File: src/rtl/preq_defines.svh
// constants for the pipelined request enqueue block
// assumes inclusion by bare name from rtl/
`ifndef PREQ_DEFINES_SVH
`define PREQ_DEFINES_SVH
`define PREQ_ST_W 3
`define PREQ_ST_START 3'h7
`define PREQ_ST_IDLE 3'h7
`define PREQ_ST_RD_LO 3'h0
`define PREQ_ST_RD_HI 3'h1
`define PREQ_ST_WR_LO 3'h2
`define PREQ_ST_WR_HI 3'h3
`define PREQ_CBE_ZERO 4'h0
`define PREQ_LEN_LSB 0
`define PREQ_LEN_MSB 2
`define PREQ_ADDR_LSB 3
`define PREQ_START_WINDOW 2
`endif

File: src/rtl/preq_pkg.sv
// types for the pipelined request enqueue block
// assumes nothing beyond the defines header
package preq_pkg;
  typedef enum logic [2:0] {
    PREQ_IDLE = 3'b001,
    PREQ_GRANTED = 3'b010,
    PREQ_ENQUEUE = 3'b100
  } preq_state_type;
endpackage

File: src/rtl/preq_sync.sv
// two-flop synchroniser for pins entering the bus clock domain
// assumes a single clock and synchronous active low reset
`timescale 1ns/10ps
module preq_sync #(
  parameter int W = 1,
  parameter logic [W-1:0] RESET_VAL = '1
) (
  input wire logic clk,
  input wire logic rst_n,
  input wire logic [W-1:0] din,
  output logic [W-1:0] dout
);
  logic [W-1:0] meta_q;
  logic [W-1:0] meta_d;
  logic [W-1:0] dout_d;
  always_comb begin
    meta_d = din;
    dout_d = meta_q;
  end
  always_ff @(posedge clk) begin
    if (!rst_n) begin
      meta_q <= RESET_VAL;
      dout <= RESET_VAL;
    end else begin
      meta_q <= meta_d;
      dout <= dout_d;
    end
  end
endmodule

File: src/rtl/preq_arbiter.sv
// What this block does
// - during read data return target drives command lanes to zero
// - lock and parity lines are unused on this port
// - interrupts level sensitive, shareable; lines a and b only
// - master raises request; arbiter grants with start status code
// - each strobe clock enqueues address, length and command
// - arbiter drops grant the clock after seeing strobe or frame
// - no wait states; target accepts a request every strobe clock
//
// core logic side arbiter and request queue feed for one graphics master
// assumes bus pins arrive asynchronously and the core owns a memory queue
`timescale 1ns/10ps
`include "preq_defines.svh"
module preq_arbiter import preq_pkg::*; #(
  parameter int ADDR_W = 32,
  parameter int SLOTS = 8
) (
  input wire logic clk,
  input wire logic rst_n,
  input wire logic req_n,
  input wire logic pipe_n,
  input wire logic frame_n,
  input wire logic [ADDR_W-1:0] ad_in,
  input wire logic [3:0] command_byte_enable_lanes_in,
  input wire logic start_req,
  input wire logic rd_return,
  input wire logic rd_hi_prio,
  input wire logic slot_free,
  input wire logic [1:0] func_irq,
  output logic gnt_n,
  output logic [`PREQ_ST_W-1:0] grant_status_code,
  output logic [3:0] command_byte_enable_lanes_out,
  output logic command_byte_enable_lanes_oe,
  output logic lock_oe,
  output logic parity_line_oe,
  output logic interrupt_line_a_oe,
  output logic interrupt_line_b_oe,
  output logic enq_valid,
  output logic [ADDR_W-1:0] enq_addr,
  output logic [`PREQ_LEN_MSB:0] enq_len,
  output logic [3:0] enq_cmd,
  output logic [$clog2(SLOTS+1)-1:0] slots_used,
  output logic overflow
);
  logic req_s_n;
  logic pipe_s_n;
  logic frame_s_n;
  logic [ADDR_W-1:0] ad_s;
  logic [3:0] cbe_s;
  logic [1:0] irq_s;
  localparam int CW = $clog2(SLOTS+1);
  // pins cross through two flops; wide buses share the delay so they stay aligned
  preq_sync #(.W(3), .RESET_VAL(3'h7)) u_ctl (
    .clk(clk), .rst_n(rst_n),
    .din({req_n, pipe_n, frame_n}),
    .dout({req_s_n, pipe_s_n, frame_s_n})
  );
  preq_sync #(.W(ADDR_W + 6), .RESET_VAL('0)) u_dat (
    .clk(clk), .rst_n(rst_n),
    .din({ad_in, command_byte_enable_lanes_in, func_irq}),
    .dout({ad_s, cbe_s, irq_s})
  );
  preq_state_type state_q, state_d;
  logic gnt_n_d;
  logic [`PREQ_ST_W-1:0] st_d;
  logic [3:0] cbe_out_d;
  logic cbe_oe_d;
  logic enq_valid_d;
  logic [ADDR_W-1:0] enq_addr_d;
  logic [`PREQ_LEN_MSB:0] enq_len_d;
  logic [3:0] enq_cmd_d;
  logic [CW-1:0] used_d;
  logic overflow_d;
  logic irq_a_d;
  logic irq_b_d;
  function automatic logic [CW-1:0] sat_add(input logic [CW-1:0] v, input logic inc,
                                            input logic dec);
    logic [CW-1:0] r;
    r = v;
    if (inc && !dec && v != CW'(SLOTS)) r = v + CW'(1);
    if (dec && !inc && v != '0) r = v - CW'(1);
    return r;
  endfunction
  function automatic logic [ADDR_W-1:0] align_addr(input logic [ADDR_W-1:0] a);
    // requests are 8 byte aligned; the low bits carry the length instead
    return {a[ADDR_W-1:`PREQ_ADDR_LSB], {`PREQ_ADDR_LSB{1'b0}}};
  endfunction
  function automatic logic strobe_in(input logic p_n, input preq_state_type s);
    // a strobe only counts while the master holds or has just held the grant
    return !p_n && (s != PREQ_IDLE);
  endfunction
  // grant state and the lanes parked during read return
  always_comb begin
    state_d = state_q;
    gnt_n_d = gnt_n;
    st_d = grant_status_code;
    cbe_out_d = `PREQ_CBE_ZERO;
    cbe_oe_d = 1'b0;
    unique case (state_q)
      PREQ_IDLE: begin
        gnt_n_d = 1'b1;
        st_d = `PREQ_ST_IDLE;
        if (rd_return) begin
          // read data grant; lanes parked at zero, master ignores them
          gnt_n_d = 1'b0;
          st_d = rd_hi_prio ? `PREQ_ST_RD_HI : `PREQ_ST_RD_LO;
          cbe_oe_d = 1'b1;
        end else if (!req_s_n && start_req) begin
          gnt_n_d = 1'b0;
          st_d = `PREQ_ST_START;
          state_d = PREQ_GRANTED;
        end
      end
      PREQ_GRANTED: begin
        if (!pipe_s_n || !frame_s_n) begin
          gnt_n_d = 1'b1;
          st_d = `PREQ_ST_IDLE;
          state_d = frame_s_n ? PREQ_ENQUEUE : PREQ_IDLE;
        end
      end
      PREQ_ENQUEUE: begin
        if (pipe_s_n) state_d = PREQ_IDLE;
      end
      default: state_d = PREQ_IDLE;
    endcase
  end
  always_ff @(posedge clk) begin
    if (!rst_n) begin
      state_q <= PREQ_IDLE;
      gnt_n <= 1'b1;
      grant_status_code <= `PREQ_ST_IDLE;
      command_byte_enable_lanes_out <= `PREQ_CBE_ZERO;
      command_byte_enable_lanes_oe <= 1'b0;
    end else begin
      state_q <= state_d;
      gnt_n <= gnt_n_d;
      grant_status_code <= st_d;
      command_byte_enable_lanes_out <= cbe_out_d;
      command_byte_enable_lanes_oe <= cbe_oe_d;
    end
  end
  // request capture
  always_comb begin
    enq_valid_d = 1'b0;
    enq_addr_d = enq_addr;
    enq_len_d = enq_len;
    enq_cmd_d = enq_cmd;
    // every strobe clock takes a request, never stalled
    if (strobe_in(pipe_s_n, state_q)) begin
      enq_valid_d = 1'b1;
      enq_addr_d = align_addr(ad_s);
      enq_len_d = ad_s[`PREQ_LEN_MSB:`PREQ_LEN_LSB];
      enq_cmd_d = cbe_s;
    end
  end
  always_ff @(posedge clk) begin
    if (!rst_n) begin
      enq_valid <= 1'b0;
      enq_addr <= '0;
      enq_len <= '0;
      enq_cmd <= 4'h0;
    end else begin
      enq_valid <= enq_valid_d;
      enq_addr <= enq_addr_d;
      enq_len <= enq_len_d;
      enq_cmd <= enq_cmd_d;
    end
  end
  // slot occupancy; the count saturates so a run of overruns cannot wrap it
  always_comb begin
    overflow_d = overflow;
    // the target cannot refuse, so an overrun is only flagged
    if (strobe_in(pipe_s_n, state_q) && slots_used == CW'(SLOTS) && !slot_free) begin
      overflow_d = 1'b1;
    end
    used_d = sat_add(slots_used, strobe_in(pipe_s_n, state_q), slot_free);
  end
  always_ff @(posedge clk) begin
    if (!rst_n) begin
      slots_used <= '0;
      overflow <= 1'b0;
    end else begin
      slots_used <= used_d;
      overflow <= overflow_d;
    end
  end
  logic lock_d;
  logic parity_d;
  // port pins: lock and parity stay released, interrupts are open drain
  always_comb begin
    lock_d = 1'b0; // never driven on this port
    parity_d = 1'b0;
    irq_a_d = irq_s[0] | irq_s[1];
    irq_b_d = 1'b0;
    // single function uses line a; a second function moves to line b
    if (irq_s[1]) begin
      irq_a_d = irq_s[0];
      irq_b_d = 1'b1;
    end
  end
  always_ff @(posedge clk) begin
    if (!rst_n) begin
      lock_oe <= 1'b0;
      parity_line_oe <= 1'b0;
      interrupt_line_a_oe <= 1'b0;
      interrupt_line_b_oe <= 1'b0;
    end else begin
      lock_oe <= lock_d;
      parity_line_oe <= parity_d;
      interrupt_line_a_oe <= irq_a_d;
      interrupt_line_b_oe <= irq_b_d;
    end
  end
endmodule

File: config.mk
export PLATFORM = sky130hd
export DESIGN_NAME = preq_arbiter
export DESIGN_NICKNAME = d
export VERILOG_FILES = /design/src/rtl/preq_pkg.sv /design/src/rtl/preq_sync.sv /design/src/rtl/preq_arbiter.sv
export VERILOG_INCLUDE_DIRS = /design/src /design/src/rtl
export SDC_FILE = /design/constraint.sdc
export NUM_CORES = 1
export LEC_CHECK = 0
export CAP_MARGIN = 40
export CORE_ASPECT_RATIO = 1.75
export CORE_MARGIN = 4
export CORE_UTILIZATION = 61
export CTS_BUF_LIST = sky130_fd_sc_hd__clkbuf_16
export CTS_CLUSTER_DIAMETER = 150
export DETAILED_ROUTE_END_ITERATION = 6
export DONT_BUFFER_PORTS = 1
export PLACE_DENSITY = 0.81
export SLEW_MARGIN = 20
export SYNTH_ARGS = -nofsm -noshare
export SYNTH_HDL_FRONTEND = slang
export SYNTH_SLANG_ARGS = --single-unit
File: constraint.sdc
create_clock -name clk -period 2.4 [get_ports clk]
set_clock_uncertainty 0.15 [all_clocks]
set_input_delay 0.12 -clock clk [delete_from_list [all_inputs] [get_ports clk]]
set_output_delay 0.12 -clock clk [all_outputs]
set_load 0.1 [all_outputs]
Word-level counts from Yosys, hierarchy flattened:

Index checks and enable logic that the tools add are counted.

* register bits after elaboration: 134
* latch bits: 0
* bits in writable memories: 0
* ROM bits: 0
* word-level logic and storage cells: 69
* memories: 0

* $add $sub $neg: 2
* $mul: 0
* div/mod/pow operators: 0
* magnitude comparators: 0
* eq/ne operators: 10
* shifts and indexed selects: 0
* multiplexer cells: 20
* bitwise logic cells: 1
* reduce and logical (&&, ||, !) cells: 20

Operator list (number)
* 3-bit 2-to-1 mux: 7
* 3-bit one-hot mux with 3 select lines: 1
* 1-bit logical AND: 8
* 1-bit 2-to-1 mux: 8
* 4-bit 2-to-1 mux: 2
* 2-bit inequality test (second input constant): 3
* 3-bit one-hot mux with 2 select lines: 1
* 1-bit zero test: 5
* 4-bit by 1-bit adder with 4-bit output (second input constant): 1
* 4-bit == test (second input constant): 1
* 4-bit inequality test (second input constant): 1
* 2-bit AND reduction: 2
* 4-bit AND reduction: 1
* 2-bit nonzero test: 2
* 4-bit nonzero test: 1
* 4-bit by 1-bit subtractor with 4-bit output (second input constant): 1
* 3-bit by 1-bit == test with 1-bit output (second input constant): 1
* 3-bit by 2-bit == test with 1-bit output (second input constant): 1
* 3-bit == test (second input constant): 1
* 3-bit by 1-bit inequality test with 1-bit output (second input constant): 1
* 2-bit by 1-bit inequality test with 1-bit output (second input constant): 1
* 1-bit one-hot mux with 2 select lines: 1
* 1-bit logical OR: 1
* 1-bit bitwise OR: 1

Depth between registers and ports, before layout:

* depth in word-level cells: 6
* gate-level depth with buffers: 8

By module:

From an unflattened synthesis, not the netlist that was laid out.

* cells, all modules: 426
* area, all modules: 4279.1 um^2

By module, submodules not included
* preq_sync at u_dat: instances 1, cells each 160, area each 2068.2 um^2
* preq_arbiter: instances 1, cells each 254, area each 2053.2 um^2
* preq_sync at u_ctl: instances 1, cells each 12, area each 157.7 um^2

Least setup slack after synthesis:

OpenSTA, ideal clock, no wires.

* kind: flip-flop to flip-flop
* start point: register slots_used[1]
* end point: register slots_used[2]
* setup time: 0.124 ns
* data arrival time: 2.098 ns
* setup slack: 0.028 ns
* cell stages (with the launch flop): 7
* path buffers: 0
* period minus slack after synthesis: 2.372 ns
* cells stage by stage: dfxtp_1 -> nor2_1 -> mux2_1 -> ha_1 -> nor4b_1 -> a22oi_1 -> mux2i_1

* cells in the longest elaborated chain, start to end: 3

RTL lines
* from (decl): RTL line preq_arbiter.sv:42 `output logic [$clog2(SLOTS+1)-1:0] slots_used,`
* from (signal assigned): RTL line preq_arbiter.sv:183 `slots_used <= used_d;`
* 4-bit by 1-bit adder with 4-bit output, or another cell as far along: RTL line preq_arbiter.sv:80 `if (inc && !dec && v != CW'(SLOTS)) r = v + CW'(1);`
* 4-bit 2-to-1 mux, or another cell as far along: RTL line preq_arbiter.sv:80
* 4-bit 2-to-1 mux / 2-bit nonzero test (equally long branches)

Parallel ways exist; a longest one is shown, timed or not. The select of a mux whose other input is x is not followed.
A chain may end at the register's enable or synchronous reset.

Worst setup path in the final report:

* start point: register state_q[1]
* end point: register slots_used[2]

* cells in the longest elaborated chain, start to end: 6

RTL lines
* from (decl): RTL line preq_arbiter.sv:63 `preq_state_type state_q, state_d;`
* from (signal assigned): RTL line preq_arbiter.sv:135 `state_q <= state_d;`
* 3-bit by 1-bit inequality test with 1-bit output (*): RTL line preq_arbiter.sv:90 `return !p_n && (s != PREQ_IDLE);`
* 1-bit logical AND (*): RTL line preq_arbiter.sv:90
* 1-bit zero test: RTL line preq_arbiter.sv:81 `if (dec && !inc && v != '0) r = v - CW'(1);`
* 1-bit logical AND (2 in a row): RTL line preq_arbiter.sv:81
* 4-bit 2-to-1 mux / 2-bit nonzero test (equally long branches)

Mark *: on every way between the ends. The rest lies on a longest branch, timed or not.

==> run summary <==
Pleak - 2.38 nW
Synth Flop Type - dfxtp_1
die area - 8420 sq um
Clock Path Buffers - 2
Core Footprint - 6810 sq um
starting density of the core - 62.4%
port bufs - 0
post-synthesis mux area share - 1.21%
largest net degree at the start of global routing - 97
diodes inserted - 0
H-tree levels - 4
top-count cell post-synth - dfxtp_1
max_slew headroom - 49.0%
clock sink total - 133
sequential-to-total area share from yosys stat - 62.7%
Final WS setup - 0.0810 ns
GRT Total Usage - 24.8%
max cap viols - 0
worst min path class - input pin to register
hpwl dp - 5190 um
Slew Limit Fails - 0
Tot Pwr - 5.67 mW
Nets - 566
CP arrival - 2.50 ns
CTS tree - yes
antenna-violating nets left - 0
Critical Path Slowest Stage Cell - dfxtp_1
switching share of power - 21.3%
number of global-route vias before repair - 3237
Vert. Die Dim - 118 um
worst reg2reg path endpoint - slots_used[2]
synth cell count leaders - dfxtp_1 (133), and2_1 (79), nand2_1 (79)
CTS buffer count - 17
cell taking the most area after synthesis - dfxtp_1
Final Non-Filler Cells - 613
startpoint types - register
Largest delay share family, worst path - simple AND/OR/NAND/NOR gates
synth warn - 0
Synth Area in XOR/XNOR - 0%
Syn Inst Count - 424
Peak VDD IR - 675 uV
CP Buf/Inv Count - 0
routed wire length - 9790 um
kind of critical path - register to register
Final TNS setup - 0 ns
Routed WL per cell - 16.0 um
CTS root buf - clkbuf_16
Cells on Worst Hold Path - 2
CP Capture Type - register
reg-to-reg slack, setup - 0.08 ns
Post-synth EDFFs - 0
antenna violations before repair - 0
Worst R2R Start - state_q[1]
Post-Synth Simple-Gate Area - 23.9%
# IOs - 105
required time worst endpoint - 2.58 ns
synthesized area per cell - 10.0 sq um
Worst Reg-to-Reg Cells - 8
placed insts - 536
critical path cell sequence - nor3b_4 > or2_4 > nand2_1 > mux2_1 > ha_1 > nor4b_1 > a22oi_1 > mux2i_1
Comb pwr share - 7.7%
number of remaining DRC errors - 0
Core Rows - 40
crit share post-route - 96.6%
first drt pass iteration count - 4
P&R area growth vs syn - 36.1%
Area contributors post-synth - dfxtp_1 (63%), and2_1 (12%), nand2_1 (7.0%), a21oi_1 (4.4%), nand2b_1 (1.9%)
#FFs+latches synth - 133
pwr dens - 980 nW/um^2
main combinational cell family by area after synthesis - simple AND/OR/NAND/NOR gates
clock power share - 51.5%
Least-Margin Pin Slew - 0.764 ns
Internal - 4.46 mW
drt via density - 5.13
synthesized area - 4250 sq um
Die Width - 71.1 um
Fin. Hold Viols - 0
RePlAce Congestion - 0.830
Adder-Cell Fraction of Synth Area - 0.295%
Place WS - 0.150 ns
Worst-path clk slew - 0.06 ns
ys async rst share - 0%
worst skew pair latency - 0.41 ns
share of the synthesized area in the top cell type - 62.7%
sw power - 1.21 mW
sequential share of power - 40.9%
RSZ-0062 raised after global routing - no
biggest cell delay along the critical path - 0.47 ns
Crit Path Max Fanout - 7
grt ovf - 0
fin crit period - 2.32 ns
post-synthesis cell type count - 36
first-pass GRT wire length - 15800 um
Final setup viols - 0
Starting DRT DRC Count - 161
layout cell share with drive strength beyond 1 - 16.1%
hold endpoint - enq_valid
Max Clk Rate - 431 MHz
status - finished, final reports clean
vias - 3147
Post-CTS Setup Repair Bufs - 0
Synth Area in Compound Gates - 7.25%
HP Start - rst_n
layout by cell type, fill, tap and decap left out, types with 2 or more instances in the layout:
| cell | Yosys | final |
|---|---|---|
| dfxtp_1 | 133 | 131 |
| nand2_1 | 79 | 79 |
| and2_1 | 79 | 79 |
| buf_4 | 10 | 49 |
| dlygate4sd3_1 | 0 | 46 |
| a21oi_1 | 37 | 37 |
| clkbuf_16 | 0 | 17 |
| nand2b_1 | 13 | 13 |
| conb_1 | 1 | 9 |
| bufinv_16 | 0 | 7 |
| nand3_1 | 6 | 6 |
| inv_1 | 3 | 5 |
| nor3_1 | 4 | 4 |
| mux2i_1 | 4 | 4 |
| o21ai_0 | 4 | 4 |
| buf_8 | 0 | 4 |
| o21a_1 | 3 | 3 |
| nor2_1 | 2 | 2 |
| nor4b_1 | 2 | 2 |
| a31oi_1 | 2 | 2 |
| o21ai_1 | 2 | 2 |
| nor2b_1 | 2 | 2 |
| clkinv_1 | 0 | 2 |
| dfxtp_2 | 0 | 2 |
power groups by stage:
stage | sequential, mW | clock, mW | combinational, mW
after global placement | 2.37 | 0 | 0.313
after floorplan | 2.46 | 0 | 0.214
final | 2.32 | 2.92 | 0.435
after CTS | 2.31 | 2.93 | 0.431
after detailed placement | 2.36 | 0 | 0.343
after global routing | 2.32 | 3.05 | 0.461
worst max path at each step:
stage             startpoint       endpoint  slack [ns]  cells after the start
2_1_floorplan  slots_used[1]  slots_used[2]        0.03                      6
3_3_place_gp      state_q[0]  slots_used[2]        0.27                      8
3_5_place_dp      state_q[0]  slots_used[2]        0.15                      8
4_1_cts           state_q[0]  slots_used[2]        0.06                      8
5_1_grt           state_q[1]  slots_used[2]       0.003                      8
6_report          state_q[1]  slots_used[2]        0.08                      8
per-layer routing:
layer / track usage (%) / vias to the layer above / wire (um)
met1: 25.4 / 1476 / 3520
met4: 12.5 / 0 / 301
li1: - / 1530 / -
met2: 43.0 / 117 / 5310
met3: 9.53 / 24 / 656
met5: 0 / - / 0
cells by family after synthesis:
kind of cell | Yosys count
buf+inv | 36
fa+ha+maj | 1
compound gates | 55
flops | 133
other cells | 1
mux | 5
simple gates | 193
per-stage QoR:
stage,hold slack (ns),cell area [sq um],util (%)
global route,0.0139,5780,84.9
finish,0.0210,5780,84.9
global placement,0.0533,4570,67.1
floorplan,0.0686,4280,-
detailed placement,0.0549,4630,68.0
CTS,0.0132,5780,84.9
final cells by class:
type                       instances  area (sq um)
sequential                       133          2670
multi-input combinational        263          1420
fill                             351          1030
timing repair buffer             100           916
clock buffer                      17           425
clock inverter                    13           239
tap                               84           105
inverter                           3          11.3
flip-flops by register name (all words and copies together) (netlist names):
| name | flops |
|---|---|
| slots_used | 4 |
| u_ctl.dout | 3 |
| gnt_n | 1 |
| u_ctl.dout_d | 3 |
| enq_len | 3 |
| enq_cmd | 4 |
| state_q | 3 |
| interrupt_line_b_oe | 1 |
| u_dat.dout | 38 |
| enq_valid | 1 |
| u_dat.dout_d | 38 |
| command_byte_enable_lanes_oe | 1 |
| interrupt_line_a_oe | 1 |
| overflow | 1 |
| grant_status_code | 2 |
| enq_addr | 29 |
timing repair:
item                                    CTS  global route
endpoints found under the setup margin    0             1
gates resized for setup                   0             1
endpoints found under the hold margin    95             0
hold buffers                             47             0
(Power assumes the default switching activity.)
